## src/include/pfm_defines.vh

```
`ifndef PFM_DEFINES_VH
`define PFM_DEFINES_VH

// Object indices of the monitor.
`define PFM_IDX_ACTIVE_MODE    16'h6061
`define PFM_IDX_DEMAND_POS     16'h6062
`define PFM_IDX_RAW_ENC_POS    16'h6063
`define PFM_IDX_ACTUAL_POS     16'h6064
`define PFM_IDX_FERR_WINDOW    16'h6065
`define PFM_IDX_FERR_TIMEOUT   16'h6066
`define PFM_IDX_TGT_WINDOW     16'h6067
`define PFM_IDX_TGT_TIME       16'h6068
`define PFM_IDX_VEL_DEMAND     16'h606B

// Reset values.
`define PFM_RST_ACTIVE_MODE    8'h00
`define PFM_RST_POS            32'h00000000
`define PFM_RST_FERR_WINDOW    32'h00000100
`define PFM_RST_FERR_TIMEOUT   16'h0064
`define PFM_RST_TGT_WINDOW     32'h0000000A
`define PFM_RST_TGT_TIME       16'h0064

// Window value that switches monitoring off.
`define PFM_WINDOW_OFF         32'hFFFFFFFF

// Drive status word bit positions.
`define PFM_SW_TARGET_REACHED  10
`define PFM_SW_FOLLOWING_ERR   13

// Operating mode codes.
`define PFM_MODE_AUTO_SETUP    8'hFE
`define PFM_MODE_CLOCK_DIR     8'hFF
`define PFM_MODE_NONE          8'h00
`define PFM_MODE_PROFILE_POS   8'h01
`define PFM_MODE_RESERVED      8'h05
`define PFM_MODE_INTERP_POS    8'h07
`define PFM_MODE_MAX           8'h0A

// Timing: one millisecond at a 5 ns clock.
`define PFM_MS_NS              1000000
`define PFM_CLK_PERIOD_NS      5
`define PFM_MS_CYCLES          (`PFM_MS_NS / `PFM_CLK_PERIOD_NS)

// Error history code pushed on a following error.
`define PFM_ERR_CODE_FERR      16'h8611

`endif

```

## src/pfm_persist_timer.v

```verilog
`timescale 1ns/1ps

module pfm_persist_timer (
  // Clock and reset.
  input  wire        i_ref_clk,
  input  wire        i_nrst,
  // Condition and timing.
  input  wire        i_cond,
  input  wire        i_ms_tick,
  input  wire [15:0] i_limit_ms,
  // Result.
  output wire        o_hit
);

  reg  [16:0] cnt_ff;
  reg  [16:0] nxt_cnt;

  // Counts whole milliseconds while the condition holds; restarts when it drops.
  always @* begin
    nxt_cnt = cnt_ff;
    if (!i_cond) begin
      nxt_cnt = 17'h00000;
    end else if (i_ms_tick && !cnt_ff[16]) begin
      nxt_cnt = cnt_ff + 17'h00001;
    end
  end

  always @(posedge i_ref_clk or negedge i_nrst) begin
    if (!i_nrst) begin
      cnt_ff <= 17'h00000;
    end else begin
      cnt_ff <= nxt_cnt;
    end
  end

  // Hit only once the condition has lasted longer than the limit.
  assign o_hit = i_cond && (cnt_ff > {1'b0, i_limit_ms});

endmodule

```

## src/pfm_monitor.v

```verilog
`timescale 1ns/1ps
`include "pfm_defines.vh"

// Function
// - Persistent large following error sets bit 13.
// - All-ones following window disables error monitoring.
// - Following timeout counted in milliseconds, default 100.
// - Following window symmetric about demand, default 256.
// - Configured reaction also logs an error entry.
// - Persistent target proximity sets bit 10.
// - All-ones position window disables target monitoring.
// - Window time used in position modes only.
// - Raw encoder position not zeroed by homing.
// - Raw position invalid when encoder resolution zero.
// - Ramp output published as velocity demand.
// - Read-only signed 8-bit active mode, reset zero.
// - Mode codes -2 to 10, 5 reserved.

module pfm_monitor #(
  parameter MS_CYCLES = `PFM_MS_CYCLES
) (
  // Clock and reset.
  input  wire        i_ref_clk,
  input  wire        i_nrst,
  // Object access from the fieldbus side.
  input  wire [15:0] i_obj_index,
  input  wire        i_obj_rd,
  input  wire        i_obj_wr,
  input  wire [31:0] i_obj_wdata,
  output wire [31:0] o_obj_rdata,
  output wire        o_obj_ack,
  output wire        o_obj_err,
  // Loop values from the controller.
  input  wire [31:0] i_demand_pos,
  input  wire [31:0] i_actual_pos,
  input  wire [31:0] i_raw_enc_pos,
  input  wire [31:0] i_target_pos,
  input  wire [31:0] i_ramp_velocity,
  input  wire [7:0]  i_mode_applied,
  input  wire        i_homing_done,
  // Configuration held elsewhere.
  input  wire [31:0] i_encoder_resolution,
  input  wire [15:0] i_following_error_reaction,
  // Status and error history.
  output wire [15:0] o_drive_status_word,
  output wire        o_raw_pos_valid,
  output wire        o_err_hist_push,
  output wire [15:0] o_err_hist_code
);

  reg  [7:0]  mode_ff;
  reg  [31:0] dem_ofs_ff;
  reg  [31:0] act_ofs_ff;
  reg  [31:0] dem_pos_ff;
  reg  [31:0] act_pos_ff;
  reg  [31:0] raw_pos_ff;
  reg  [31:0] vel_dem_ff;
  reg  [31:0] tgt_pos_ff;
  reg  [31:0] ferr_win_ff;
  reg  [15:0] ferr_tmo_ff;
  reg  [31:0] tgt_win_ff;
  reg  [15:0] tgt_time_ff;
  reg  [31:0] rdata_ff;
  reg         ack_ff;
  reg         err_ff;
  reg         ferr_ff;
  reg         tgt_ff;
  reg         push_ff;
  reg         raw_valid_ff;
  reg  [17:0] ms_cnt_ff;
  reg         ms_tick_ff;
  reg  [31:0] nxt_rdata;
  reg         nxt_err;
  reg  [15:0] tgt_limit;
  reg  [15:0] status_word;
  wire [32:0] ferr_mag;
  wire [32:0] tgt_mag;
  wire        ferr_cond;
  wire        tgt_cond;
  wire        ferr_hit;
  wire        tgt_hit;
  wire        obj_wr_ok;
  wire        obj_access;

  // Checks a code against the mode encoding.
  function mode_valid;
    input [7:0] code;
    begin
      mode_valid = 1'b0;
      if (code == `PFM_MODE_AUTO_SETUP || code == `PFM_MODE_CLOCK_DIR) begin
        mode_valid = 1'b1;
      end else if (!code[7] && code <= `PFM_MODE_MAX && code != `PFM_MODE_RESERVED) begin
        mode_valid = 1'b1;
      end
    end
  endfunction

  // True for the modes that judge target reached with the window time.
  function mode_uses_win_time;
    input [7:0] code;
    begin
      mode_uses_win_time = (code == `PFM_MODE_PROFILE_POS) ||
                           (code == `PFM_MODE_INTERP_POS);
    end
  endfunction

  // Tells whether an index is writable.
  function idx_writable;
    input [15:0] idx;
    begin
      idx_writable = (idx == `PFM_IDX_FERR_WINDOW) || (idx == `PFM_IDX_FERR_TIMEOUT) ||
                     (idx == `PFM_IDX_TGT_WINDOW) || (idx == `PFM_IDX_TGT_TIME);
    end
  endfunction

  // A window of all ones switches its monitor off.
  function window_on;
    input [31:0] win;
    begin
      window_on = (win != `PFM_WINDOW_OFF);
    end
  endfunction

  // Magnitude of a signed position difference, one bit wider so it never wraps.
  function [32:0] pos_distance;
    input [31:0] pos_a;
    input [31:0] pos_b;
    reg   [32:0] diff;
    begin
      diff         = {pos_a[31], pos_a} - {pos_b[31], pos_b};
      pos_distance = diff[32] ? (33'h000000000 - diff) : diff;
    end
  endfunction

  // Millisecond tick from the reference clock.
  always @(posedge i_ref_clk or negedge i_nrst) begin
    if (!i_nrst) begin
      ms_cnt_ff  <= 18'h00000;
      ms_tick_ff <= 1'b0;
    end else if (ms_cnt_ff == MS_CYCLES[17:0] - 18'h00001) begin
      ms_cnt_ff  <= 18'h00000;
      ms_tick_ff <= 1'b1;
    end else begin
      ms_cnt_ff  <= ms_cnt_ff + 18'h00001;
      ms_tick_ff <= 1'b0;
    end
  end

  // Active mode display follows the applied mode when its code is legal.
  always @(posedge i_ref_clk or negedge i_nrst) begin
    if (!i_nrst) begin
      mode_ff <= `PFM_RST_ACTIVE_MODE;
    end else if (mode_valid(i_mode_applied)) begin
      mode_ff <= i_mode_applied;
    end
  end

  // Homing moves the user frame origin; the raw encoder value keeps its count.
  always @(posedge i_ref_clk or negedge i_nrst) begin
    if (!i_nrst) begin
      dem_ofs_ff <= `PFM_RST_POS;
      act_ofs_ff <= `PFM_RST_POS;
    end else if (i_homing_done) begin
      dem_ofs_ff <= i_demand_pos;
      act_ofs_ff <= i_actual_pos;
    end
  end

  // Published process values, sampled every cycle.
  always @(posedge i_ref_clk or negedge i_nrst) begin
    if (!i_nrst) begin
      dem_pos_ff   <= `PFM_RST_POS;
      act_pos_ff   <= `PFM_RST_POS;
      raw_pos_ff   <= `PFM_RST_POS;
      vel_dem_ff   <= `PFM_RST_POS;
      tgt_pos_ff   <= `PFM_RST_POS;
      raw_valid_ff <= 1'b0;
    end else begin
      if (i_homing_done) begin
        dem_pos_ff <= `PFM_RST_POS;
        act_pos_ff <= `PFM_RST_POS;
      end else begin
        dem_pos_ff <= i_demand_pos - dem_ofs_ff;
        act_pos_ff <= i_actual_pos - act_ofs_ff;
      end
      raw_pos_ff   <= i_raw_enc_pos;
      vel_dem_ff   <= i_ramp_velocity;
      tgt_pos_ff   <= i_target_pos;
      raw_valid_ff <= (i_encoder_resolution != 32'h00000000);
    end
  end

  // Distances of the actual position from demand and from target.
  assign ferr_mag = pos_distance(act_pos_ff, dem_pos_ff);
  assign tgt_mag  = pos_distance(act_pos_ff, tgt_pos_ff);

  // Window comparisons, evaluated every cycle.
  assign ferr_cond = window_on(ferr_win_ff) &&
                     (ferr_mag > {1'b0, ferr_win_ff});
  assign tgt_cond  = window_on(tgt_win_ff) &&
                     (tgt_mag < {1'b0, tgt_win_ff});

  // Position modes use the window time, others the following timeout.
  always @* begin
    if (mode_uses_win_time(mode_ff)) begin
      tgt_limit = tgt_time_ff;
    end else begin
      tgt_limit = ferr_tmo_ff;
    end
  end

  pfm_persist_timer u_ferr_timer (
    .i_ref_clk  (i_ref_clk),
    .i_nrst     (i_nrst),
    .i_cond     (ferr_cond),
    .i_ms_tick  (ms_tick_ff),
    .i_limit_ms (ferr_tmo_ff),
    .o_hit      (ferr_hit)
  );

  pfm_persist_timer u_tgt_timer (
    .i_ref_clk  (i_ref_clk),
    .i_nrst     (i_nrst),
    .i_cond     (tgt_cond),
    .i_ms_tick  (ms_tick_ff),
    .i_limit_ms (tgt_limit),
    .o_hit      (tgt_hit)
  );

  // Status bits and the error history push on a new following error.
  always @(posedge i_ref_clk or negedge i_nrst) begin
    if (!i_nrst) begin
      ferr_ff <= 1'b0;
      tgt_ff  <= 1'b0;
      push_ff <= 1'b0;
    end else begin
      ferr_ff <= ferr_hit;
      tgt_ff  <= tgt_hit;
      push_ff <= ferr_hit && !ferr_ff &&
                 (i_following_error_reaction != 16'h0000);
    end
  end

  // Only the two monitor bits of the status word are driven; the rest read zero.
  always @* begin
    status_word                         = 16'h0000;
    status_word[`PFM_SW_FOLLOWING_ERR]  = ferr_ff;
    status_word[`PFM_SW_TARGET_REACHED] = tgt_ff;
  end

  assign o_drive_status_word = status_word;
  assign o_raw_pos_valid     = raw_valid_ff;
  assign o_err_hist_push     = push_ff;
  assign o_err_hist_code     = `PFM_ERR_CODE_FERR;

  // Writable configuration objects.
  assign obj_wr_ok = i_obj_wr && idx_writable(i_obj_index);

  // Any strobe opens an access; a write wins when both are high.
  assign obj_access = i_obj_rd || i_obj_wr;

  always @(posedge i_ref_clk or negedge i_nrst) begin
    if (!i_nrst) begin
      ferr_win_ff <= `PFM_RST_FERR_WINDOW;
      ferr_tmo_ff <= `PFM_RST_FERR_TIMEOUT;
      tgt_win_ff  <= `PFM_RST_TGT_WINDOW;
      tgt_time_ff <= `PFM_RST_TGT_TIME;
    end else if (obj_wr_ok) begin
      case (i_obj_index)
        `PFM_IDX_FERR_WINDOW: begin
          ferr_win_ff <= i_obj_wdata;
        end
        `PFM_IDX_FERR_TIMEOUT: begin
          ferr_tmo_ff <= i_obj_wdata[15:0];
        end
        `PFM_IDX_TGT_WINDOW: begin
          tgt_win_ff <= i_obj_wdata;
        end
        `PFM_IDX_TGT_TIME: begin
          tgt_time_ff <= i_obj_wdata[15:0];
        end
        default: begin
          tgt_time_ff <= tgt_time_ff;
        end
      endcase
    end
  end

  // Read mux; unknown indices and writes to read-only objects are refused.
  always @* begin
    nxt_rdata = 32'h00000000;
    nxt_err   = 1'b0;
    case (i_obj_index)
      `PFM_IDX_ACTIVE_MODE: begin
        nxt_rdata = {{24{mode_ff[7]}}, mode_ff};
      end
      `PFM_IDX_DEMAND_POS: begin
        nxt_rdata = dem_pos_ff;
      end
      `PFM_IDX_RAW_ENC_POS: begin
        nxt_rdata = raw_pos_ff;
      end
      `PFM_IDX_ACTUAL_POS: begin
        nxt_rdata = act_pos_ff;
      end
      `PFM_IDX_FERR_WINDOW: begin
        nxt_rdata = ferr_win_ff;
      end
      `PFM_IDX_FERR_TIMEOUT: begin
        nxt_rdata = {16'h0000, ferr_tmo_ff};
      end
      `PFM_IDX_TGT_WINDOW: begin
        nxt_rdata = tgt_win_ff;
      end
      `PFM_IDX_TGT_TIME: begin
        nxt_rdata = {16'h0000, tgt_time_ff};
      end
      `PFM_IDX_VEL_DEMAND: begin
        nxt_rdata = vel_dem_ff;
      end
      default: begin
        nxt_err = 1'b1;
      end
    endcase
    if (i_obj_wr && !idx_writable(i_obj_index)) begin
      nxt_err = 1'b1;
    end
    if (i_obj_wr || nxt_err) begin
      nxt_rdata = 32'h00000000;
    end
  end

  always @(posedge i_ref_clk or negedge i_nrst) begin
    if (!i_nrst) begin
      rdata_ff <= 32'h00000000;
      ack_ff   <= 1'b0;
      err_ff   <= 1'b0;
    end else begin
      ack_ff   <= obj_access;
      err_ff   <= obj_access && nxt_err;
      if (obj_access) begin
        rdata_ff <= nxt_rdata;
      end
    end
  end

  assign o_obj_rdata = rdata_ff;
  assign o_obj_ack   = ack_ff;
  assign o_obj_err   = err_ff;

endmodule

```

## config.mk

```make
export PLATFORM = sky130hd
export DESIGN_NAME = pfm_monitor
export DESIGN_NICKNAME = d
export VERILOG_FILES = /design/src/pfm_persist_timer.v /design/src/pfm_monitor.v
export VERILOG_INCLUDE_DIRS = /design/src /design/src/include
export SDC_FILE = /design/constraint.sdc
export NUM_CORES = 1
export LEC_CHECK = 0
export BUFFER_PORTS_ARGS = -buffer_cell sky130_fd_sc_hd__buf_2
export CAP_MARGIN = 30
export CORE_ASPECT_RATIO = 0.7
export CORE_UTILIZATION = 30
export DETAILED_ROUTE_END_ITERATION = 10
export MAX_ROUTING_LAYER = met4
export PLACE_DENSITY = 0.44
export RECOVER_POWER = 50
export REMOVE_ABC_BUFFERS = 1
export SLEW_MARGIN = 20
export SYNTH_ARGS = -nofsm -noshare
export SYNTH_HDL_FRONTEND = slang
export SYNTH_HIERARCHICAL = 1
export SYNTH_SLANG_ARGS = --single-unit
```

## constraint.sdc

```tcl
create_clock -name i_ref_clk -period 7 [get_ports i_ref_clk]
set_clock_uncertainty 0.15 [all_clocks]
set_input_delay 1.05 -clock i_ref_clk [delete_from_list [all_inputs] [get_ports i_ref_clk]]
set_output_delay 1.05 -clock i_ref_clk [all_outputs]
set_load 0.1 [all_outputs]
```

### Word-level counts from Yosys, hierarchy flattened

Cells that the tools add are included.

* reductions and logical operators: 32
* equality and inequality tests: 19
* mux-type cells: 17
* $add $sub $neg: 9
* order comparisons: 5

Operators with widths (number)
* $pmux 32 s9: 1
* $eq 16x15->1 const B: 9
* $mux 32: 3
* $mux 17: 4
* $mux 33: 2
* $sub 1x33->33 const A: 2
* $sub 32x32->33: 2
* $ne 32x32->1 const B: 2
* $sub 32x32->32: 2
* $add 17x1->17 const B: 2
* $gt 17x16->1: 2
* $gt 33x32->1: 1
* $lt 33x32->1: 1
* $reduce_bool 32->1: 1
* $add 18x1->18 const B: 1
* $eq 18x18->1 const B: 1
* $mux 18: 1
* $eq 8x8->1 const B: 2
* $mux 16: 1
* $reduce_bool 16->1: 1
* $logic_and 1x1->1: 13
* $reduce_or 9->1: 1
* $eq 8x1->1 const B: 1
* $eq 8x3->1 const B: 1
* other kinds (7): 25

* bits of input ports: 269
* bits in registers: 419
* output and inout bits: 68
* word-level logic and storage cells: 105

### Depth between registers and ports, before layout

Gate-level depths: netlist (run 1).

* depth in word-level cells: 9
* depth in mapped cells: 30
* depth with buffers taken out: 29

### By module

Netlist (run 1), hierarchy kept.

By module, submodules not included
* pfm_monitor: cells an instance 2683, instances 1, area an instance 24915.1 um^2, sequential area each 9645.5 um^2
* pfm_persist_timer: cells an instance 140, instances 2, area an instance 1256.2 um^2, sequential area each 425.4 um^2

### Worst setup path after synthesis (run 1)

OpenSTA, ideal clock, no wires.

* path kind: flip-flop to flip-flop
* start: register dem_pos_ff[0]
* end: register u_ferr_timer.cnt_ff[0]
* data required time: 6718 ps
* stages on the path, launching flop included: 28
* library setup time: 132 ps
* arrival time: 5275 ps
* period minus slack after synthesis: 5557 ps
* path slack: 1443 ps
* path buffers: 2
* cells stage by stage: dfrtp_1 -> ha_1 -> fa_1 -> nor2b_1 -> o31a_1 -> o21ai_2 -> or3_1 -> a2111oi_0 -> o31a_1 -> o21ai_1 -> a31oi_1 -> buf_2 -> a21oi_1 -> xnor2_1 -> ha_1 -> a21o_1 -> a21o_1 -> a21o_1 -> a21o_1 -> a21oi_1 -> nor2_1 -> a211oi_1 -> o21ai_0 -> o21ai_0 -> o31ai_1 -> clkinv_1 -> buf_1 -> nor2_1

* word-level cells in the longest chain between the ends: 6
* elaborated cells on any way between the ends: 7
* those cells by class: add/sub (2); order compare (1); eq/ne (1); mux (2); reduce/logical (1)

Ends and longest elaborated chain
* from (decl): RTL line pfm_monitor.v:54 `reg [31:0] dem_pos_ff;`
* from (signal assigned): RTL line pfm_monitor.v:172 `` dem_pos_ff <= `PFM_RST_POS; ``
* from (signal assigned): RTL line pfm_monitor.v:180 `` dem_pos_ff <= `PFM_RST_POS; ``
* from (signal assigned): RTL line pfm_monitor.v:183 `dem_pos_ff <= i_demand_pos - dem_ofs_ff;`
* $sub 32x32->33 *: RTL line pfm_monitor.v:130 `diff = {pos_a[31], pos_a} - {pos_b[31], pos_b};`
* $sub 1x33->33: RTL line pfm_monitor.v:131 `pos_distance = diff[32] ? (33'h000000000 - diff) : diff;`
* $mux 33 *: RTL line pfm_monitor.v:131
* $gt 33x32->1 *: RTL line pfm_monitor.v:199 `(ferr_mag > {1'b0, ferr_win_ff});`
* $logic_and 1x1->1 *: RTL line pfm_monitor.v:198 `assign ferr_cond = window_on(ferr_win_ff) &&`
* via ferr_cond: RTL line pfm_monitor.v:78 `wire ferr_cond;`
* $ne 2x2->1 (no line) / $mux 17 (equally long branches)
* to (signal assigned): RTL line pfm_persist_timer.v:32 `cnt_ff <= nxt_cnt;`
* to (decl): RTL line pfm_persist_timer.v:15 `reg [16:0] cnt_ff;`

The timed path passes the listed nets; every way through them passes the cells marked *.
A chain may end at the register's enable or synchronous reset.

### Final worst setup path (run 1)

* start: register act_pos_ff[18]
* end: register push_ff (netlist: o_err_hist_push)

* word-level cells in the longest chain between the ends: 8

Ends and longest elaborated chain
* from (decl): RTL line pfm_monitor.v:55 `reg [31:0] act_pos_ff;`
* from (signal assigned): RTL line pfm_monitor.v:173 `` act_pos_ff <= `PFM_RST_POS; ``
* from (signal assigned): RTL line pfm_monitor.v:181 `` act_pos_ff <= `PFM_RST_POS; ``
* from (signal assigned): RTL line pfm_monitor.v:184 `act_pos_ff <= i_actual_pos - act_ofs_ff;`
* $sub 32x32->33 *: RTL line pfm_monitor.v:130
* $sub 1x33->33: RTL line pfm_monitor.v:131
* $mux 33 *: RTL line pfm_monitor.v:131
* $gt 33x32->1 *: RTL line pfm_monitor.v:199
* $logic_and 1x1->1 *: RTL line pfm_monitor.v:198
* via ferr_cond: RTL line pfm_monitor.v:78
* $logic_and 1x1->1 *: RTL line pfm_persist_timer.v:37 `assign o_hit = i_cond && (cnt_ff > {1'b0, i_limit_ms});`
* via ferr_hit: RTL line pfm_monitor.v:80 `wire ferr_hit;`
* $logic_and 1x1->1 * (2 in a row): RTL line pfm_monitor.v:239 `push_ff <= ferr_hit && !ferr_ff &&`
* to (signal assigned): RTL line pfm_monitor.v:239
* to (decl): RTL line pfm_monitor.v:68 `reg push_ff;`

Marked as above.

==> results of run 1 <==
[state kept, by name (all words and copies together), names as in the netlist, 18 cells and up]
name / count
ferr_win_ff: 32
ms_cnt_ff: 18
tgt_win_ff: 32
act_pos_ff: 32
dem_ofs_ff: 32
vel_dem_ff: 32
o_obj_rdata: 32
dem_pos_ff: 32
raw_pos_ff: 32
tgt_pos_ff: 32
act_ofs_ff: 32
[cell families after synthesis]
kind of cell    synth area share
fa+ha+maj                  0.106
compound gates             0.187
mux                       0.0593
flops                      0.383
buf+inv                   0.0617
simple gates               0.145
xor+xnor                  0.0581
other cells             0.000274
[critical path: cells and delay by family, from the launching register on]
family | cells | cell delay (ns)
xor gates and xnor gates | 2 | 0.31
AOI/OAI and AO/OA | 8 | 1.64
DFF | 1 | 0.44
adders and majority gates | 2 | 0.76
buffers and inverters | 3 | 0.53
and+or+nand+nor | 9 | 2.64
[through the flow]
step           hold slack (ns)  power (W)
6_report                 0.323    0.00961
5_1_grt                  0.348     0.0103
4_1_cts                  0.333    0.00962
3_5_place_dp             0.318    0.00667
3_3_place_gp             0.311    0.00671
2_1_floorplan            0.305    0.00546
[final cells by class]
cell class	instances	area (um^2)	share of cell area
Multi-Input combinational cell	2159	15400	0.480
Antenna cell	1	2.50	0.0000778
Sequential cell	419	10500	0.326
Clock buffer	66	1420	0.0442
Inverter	275	1040	0.0322
Tap cell	1222	1530	0.0475
Clock inverter	23	373	0.0116
Timing Repair Buffer	357	1870	0.0582
[worst paths after layout]
| check | from | depth (start not counted) | end | slack [ns] |
|---|---|---|---|---|
| worst max-delay path | act_pos_ff[18] | 24 | o_err_hist_push | 0.43 |
| worst min-delay path | o_obj_rdata[5] | 2 | o_obj_rdata[5] | 0.32 |
| worst max register to register | act_pos_ff[18] | 24 | o_err_hist_push | 0.43 |
| worst min register to register | o_obj_rdata[5] | 2 | o_obj_rdata[5] | 0.32 |
| max in group asynchronous | i_nrst | 2 | ferr_win_ff[28] | 2.01 |
| min in group asynchronous | i_nrst | 1 | act_ofs_ff[3] | 0.35 |
[layout by cell type, fill, tap and decap left out, types with 10 or more instances in the layout]
cell type,n
a31oi_1,37
clkbuf_16,50
a221o_1,21
xor2_1,71
ha_1,226
buf_2,267
mux2_2,125
nor2b_1,33
clkbuf_1,47
o21ai_0,188
o22ai_1,18
a21o_1,92
dfrtp_1,409
o31ai_1,18
and3_1,24
or2_2,12
mux2i_1,22
nand2_1,235
or3_1,16
clkbuf_8,11
nand2b_1,28
a21boi_0,10
o21bai_1,10
nand3_1,66
buf_4,42
nor3_1,35
nor2_1,182
and2_1,10
a221oi_1,36
o21a_1,33
inv_1,273
xnor2_1,111
a211oi_1,18
a21oi_1,175
nor4_1,29
a222oi_1,25
conb_1,30
nand4_1,59
[per-layer routing]
metal  routed length (um)  part of all wire
met1                49000              0.52
met2                37300              0.40
met3                 6320             0.067
met4                 1380             0.015
met5                    0                 0
[power groups by stage]
| stage | sequential [W] | combinational (W) | clock [W] |
|---|---|---|---|
| after floorplan | 0.00266 | 0.00280 | 0 |
| after global placement | 0.00271 | 0.00401 | 0 |
| after detailed placement | 0.00271 | 0.00397 | 0 |
| after CTS | 0.00266 | 0.00399 | 0.00296 |
| after global routing | 0.00268 | 0.00458 | 0.00306 |
| final | 0.00266 | 0.00408 | 0.00287 |
[timing repair]
item / CTS / global route
hold endpoints to repair: 0 / 0
endpoints found under the setup margin: 0 / 5
resized for setup: 0 / 13
hold buffers: 0 / 0
==> impl_metrics.ini, run 1 <==
[logic_synthesis]
syn-mean-instance-area_um2 = 9.26
synth.most_common_cell = dfrtp_1
synthTopCellsByCount = dfrtp_1 (410), inv_1 (273), nand2_1 (235)
synth_top_area_cell = dfrtp_1
synth_seq_cells = 419
yosys_warnings = 6
ys_types = 90
yosysSeqAreaShare = 0.383
synth_edf_count = 0
synth_flop_cell = dfrtp_1
syn_inst = 2963
syn_area_mm2 = 0.0274
synth.area.top_cells = dfrtp_1 (37%), ha_1 (10%), mux2_2 (5.1%), inv_1 (3.7%), xnor2_1 (3.5%)
async_reset_ff_frac = 1.00
yosys.area.top_type_share = 0.374

[clock_tree]
cts_made_buffers = 48
cts_sinks = 419
clk_latency_ns = 0.61
post_cts_buffers = 0
cts_tree = done
clk_pin_slew_ns = 0.06
root_buffer = clkbuf_16
clk_path_buf_depth = 3
htree_levels = 2

[power]
p_seq_frac = 0.277
swShare = 0.380
powerDensity_mw_per_mm2 = 299
p_int_w = 0.00596
p_leak_nw = 14.9
p_clk_frac = 0.299
combPwrFrac = 0.424
p_sw_w = 0.00365
ir_drop_mv = 0.187

[finish]
nets = 3759
nFillCells = 9426
final_cell_area_mm2 = 0.0322
layout.cells.non_filler = 4522
drive_gt1_frac = 0.177
syn_to_final_growth_pct = 17.3
final_util = 0.356

[placement]
port_buffers = 306
dp_slack_ns = 0.331
hpwl_um = 74600
place_inst = 4431
gp_congestion = 0.890
placed_cell_area_mm2 = 0.0304

[global_routing]
use_met1 = 0.319
grt_pass1_vias = 22000
grtUsageTotal = 0.209
grt_max_degree = 150
use_met2 = 0.285
grtUsageMet3 = 0.0375
top_usage_layer = met1
antenna_found_initial = 2
overflow = 0
grt_first_pass_wirelength_um = 143000

[setup_path]
slowest_delay_ns = 0.62
required_ns = 7.37
critPathSlowestCell = or4b_4
start_kind = flip-flop
critPathMaxFanout = 9
path_cells = ha_1, nand2_1, or3_1, or3_1, nand2_1, a31oi_1, xnor2_1, or4b_4, o41ai_2, xnor2_1, ha_1, and3_1, nand3_1, nor4_1, buf_4, a21boi_0, o21ai_0, o31ai_2, clkinv_1, buf_4, a41oi_1, o41a_1, nand2b_1, a41oi_1
worstPathArrival_ns = 6.94
crit_type = reg2reg
critPathCaptureType = flip-flop

[floorplanning]
coreArea_mm2 = 0.0902
die_h_um = 255
start_util = 0.304
die_x_um = 363
boundaryPins = 337
dieArea_mm2 = 0.0927
rows = 92

[timing]
hold_violations = 0
rsz0062_at_grt = false
finalSetupTns_ns = 0
drv_slew = 559
fmax_mhz = 152
setup_ws_ns = 0.431
max_slew_margin = -1.61
layout_min_cycle_time_ns = 6.57
worstMarginPinSlew_ns = 3.91
setup_viol = 0
period_share = 0.938

[routing]
viasPerCell = 5.06
drt-initial-drc-count = 1994
route.detailed.drc = 0
drt_first_pass_iters = 5
wl_um = 94000
vias = 22900
antenna_left = 0
wl_per_cell_um = 20.8

[worst_hold_path]
hold_class = reg2reg

[outcome]
status = finished, violations left
violations = max-capacitance violations, max-slew violations

[flow_run]
max_cap_viol_count = 7
(Power assumes the default switching activity.)
==> inputs of run 2 (changes only) <==
==> constraint.sdc (replaced) <==
create_clock -name i_ref_clk -period 7 [get_ports i_ref_clk]
set_clock_uncertainty 0.15 [all_clocks]
set_input_delay 1.4 -clock i_ref_clk [delete_from_list [all_inputs] [get_ports i_ref_clk]]
set_output_delay 1.4 -clock i_ref_clk [all_outputs]
set_load 0.1 [all_outputs]
==> run 2 against run 1 <==
Effect of this change: the flow still finishes with violations (max-capacitance violations, max-slew violations); non-clock buffer count stayed put; critical path depth is 2 higher; hold slack worse by 0.0038 ns; design area is 0.27% lower; first-iteration DRC count is 0.40% higher; maximum frequency is 0.45% higher; sequential share of layout area is 0.085 points higher; via count is 0.22% lower; critical endpoint is now tgt_ff; largest power group unchanged; highest routed layer unchanged.
==> impl_metrics.ini, run 2 (synthesis gave the netlist of run 1 again) <==
[timing]
rsz0062_at_grt = false
setup_ws_ns = 0.460
hold_violations = 0
max_slew_margin = -2.44
fmax_mhz = 153
layout_min_cycle_time_ns = 6.54
worstMarginPinSlew_ns = 5.16
setup_viol = 0
drv_slew = 592
period_share = 0.934
finalSetupTns_ns = 0

[global_routing]
grt_pass1_vias = 21800
antenna_found_initial = 6
grt_first_pass_wirelength_um = 141000
overflow = 0
grtUsageTotal = 0.208
grt_max_degree = 143

[power]
p_clk_frac = 0.287
p_sw_w = 0.00369
p_int_w = 0.00586
ir_drop_mv = 0.189
combPwrFrac = 0.435
powerDensity_mw_per_mm2 = 298
p_seq_frac = 0.279
p_leak_nw = 14.8
swShare = 0.386

[setup_path]
cp_num_buf_inv = 3
crit_path_frequent_cell = a21o_1
start_kind = flip-flop
critPathCaptureType = flip-flop
crit_type = reg2reg
crit_family = compound AO/OA/AOI/OAI gates
critPathSlowestCell = or4b_4
slowest_delay_ns = 0.56
required_ns = 7.41
critPathMaxFanout = 14
worstPathArrival_ns = 6.95

[clock_tree]
clk_latency_ns = 0.62
clk_path_buf_depth = 3
htree_levels = 2
cts_made_buffers = 48
clk_pin_slew_ns = 0.06
cts_sinks = 419
root_buffer = clkbuf_16
cts_tree = done

[routing]
drt_first_pass_iters = 9
wl_um = 94000
antenna_left = 0
drt-initial-drc-count = 2002
vias = 22800
route.detailed.drc = 0
viasPerCell = 5.04
wl_per_cell_um = 20.8

[finish]
nets = 3759
nFillCells = 9542
seq_area_mm2 = 0.0105
syn_to_final_growth_pct = 17.0
drive_gt1_frac = 0.178
final_common_cell = dfrtp_1
final_cell_mix = dfrtp_1 (410), inv_1 (273), buf_2 (271)
multi_input_area_mm2 = 0.0154

[placement]
dp_slack_ns = 0.264
gp_congestion = 0.902
port_buffers = 306
hpwl_um = 74700

[worst_hold_path]
hold_class = reg2reg

[floorplanning]
die_h_um = 255
die_x_um = 363
coreArea_mm2 = 0.0902
rows = 92
dieArea_mm2 = 0.0927
boundaryPins = 337
start_util = 0.304

[flow_run]
max_cap_viol_count = 6

[outcome]
status = finished, violations left
violations = max-capacitance violations, max-slew violations
## run 2: timing repair
item	in CTS	in global routing
gates resized for setup	0	14
hold buffers	0	0
setup endpoints to repair	0	2
buffers inserted	0	8
endpoints found under the hold margin	0	0
## run 2: worst reg2reg max path: cells and delay by family (launching register included)
family          cells  cell delay [ns]
flops               1             0.38
compound gates     13             2.85
buf+inv             3             0.45
fa+ha+maj           3             0.86
simple gates        5             1.43
xor+xnor            2             0.36
## run 2: metrics by stage
| stage | utilization | instances | hold slack (ns) | instance area, um^2 | total power (W) |
|---|---|---|---|---|---|
| floorplan | - | 2853 | 0.305 | 26900 | 0.00546 |
| global placement | 0.336 | 4421 | 0.311 | 30300 | 0.00670 |
| detailed placement | 0.336 | 4423 | 0.316 | 30300 | 0.00667 |
| CTS | 0.355 | 4513 | 0.330 | 32000 | 0.00950 |
| global route | 0.355 | 4524 | 0.348 | 32100 | 0.0103 |
| finish | 0.355 | 4525 | 0.319 | 32100 | 0.00955 |
## run 2: layout make-up
| type | instances | share of cell area |
|---|---|---|
| inverters | 275 | 0.0323 |
| diodes | 3 | 0.000234 |
| clock inverters | 21 | 0.00952 |
| flip-flops and latches | 419 | 0.327 |
| well taps | 1222 | 0.0477 |
| multi-input cells | 2159 | 0.481 |
| repair buffers | 357 | 0.0583 |
| clock buffers | 69 | 0.0433 |
## run 2: layer usage
metal	wire length, um	up-vias	global-route usage
met4	1880	0	0.0450
met1	49500	10900	0.318
met3	5900	92	0.0381
met5	0	-	-
met2	36700	629	0.277
li1	-	11200	-
## run 2: worst paths after layout
path | from | cells after the start | slack [ns] | end
max | act_pos_ff[0] | 26 | 0.46 | tgt_ff
min | o_obj_rdata[5] | 2 | 0.32 | o_obj_rdata[5]
max reg2reg | act_pos_ff[0] | 26 | 0.46 | tgt_ff
min reg2reg | o_obj_rdata[5] | 2 | 0.32 | o_obj_rdata[5]
max in group asynchronous | i_nrst | 2 | 1.58 | ferr_win_ff[24]
min in group asynchronous | i_nrst | 1 | 1.61 | act_ofs_ff[4]
## run 2: power by group through the flow
stage               clock network [W]  registers [W]  logic, W
detailed placement                  0        0.00271   0.00397
CTS                           0.00284        0.00266   0.00400
global placement                    0        0.00271   0.00400
finish                        0.00274        0.00266   0.00415
floorplan                           0        0.00266   0.00280
global route                  0.00293        0.00268   0.00466
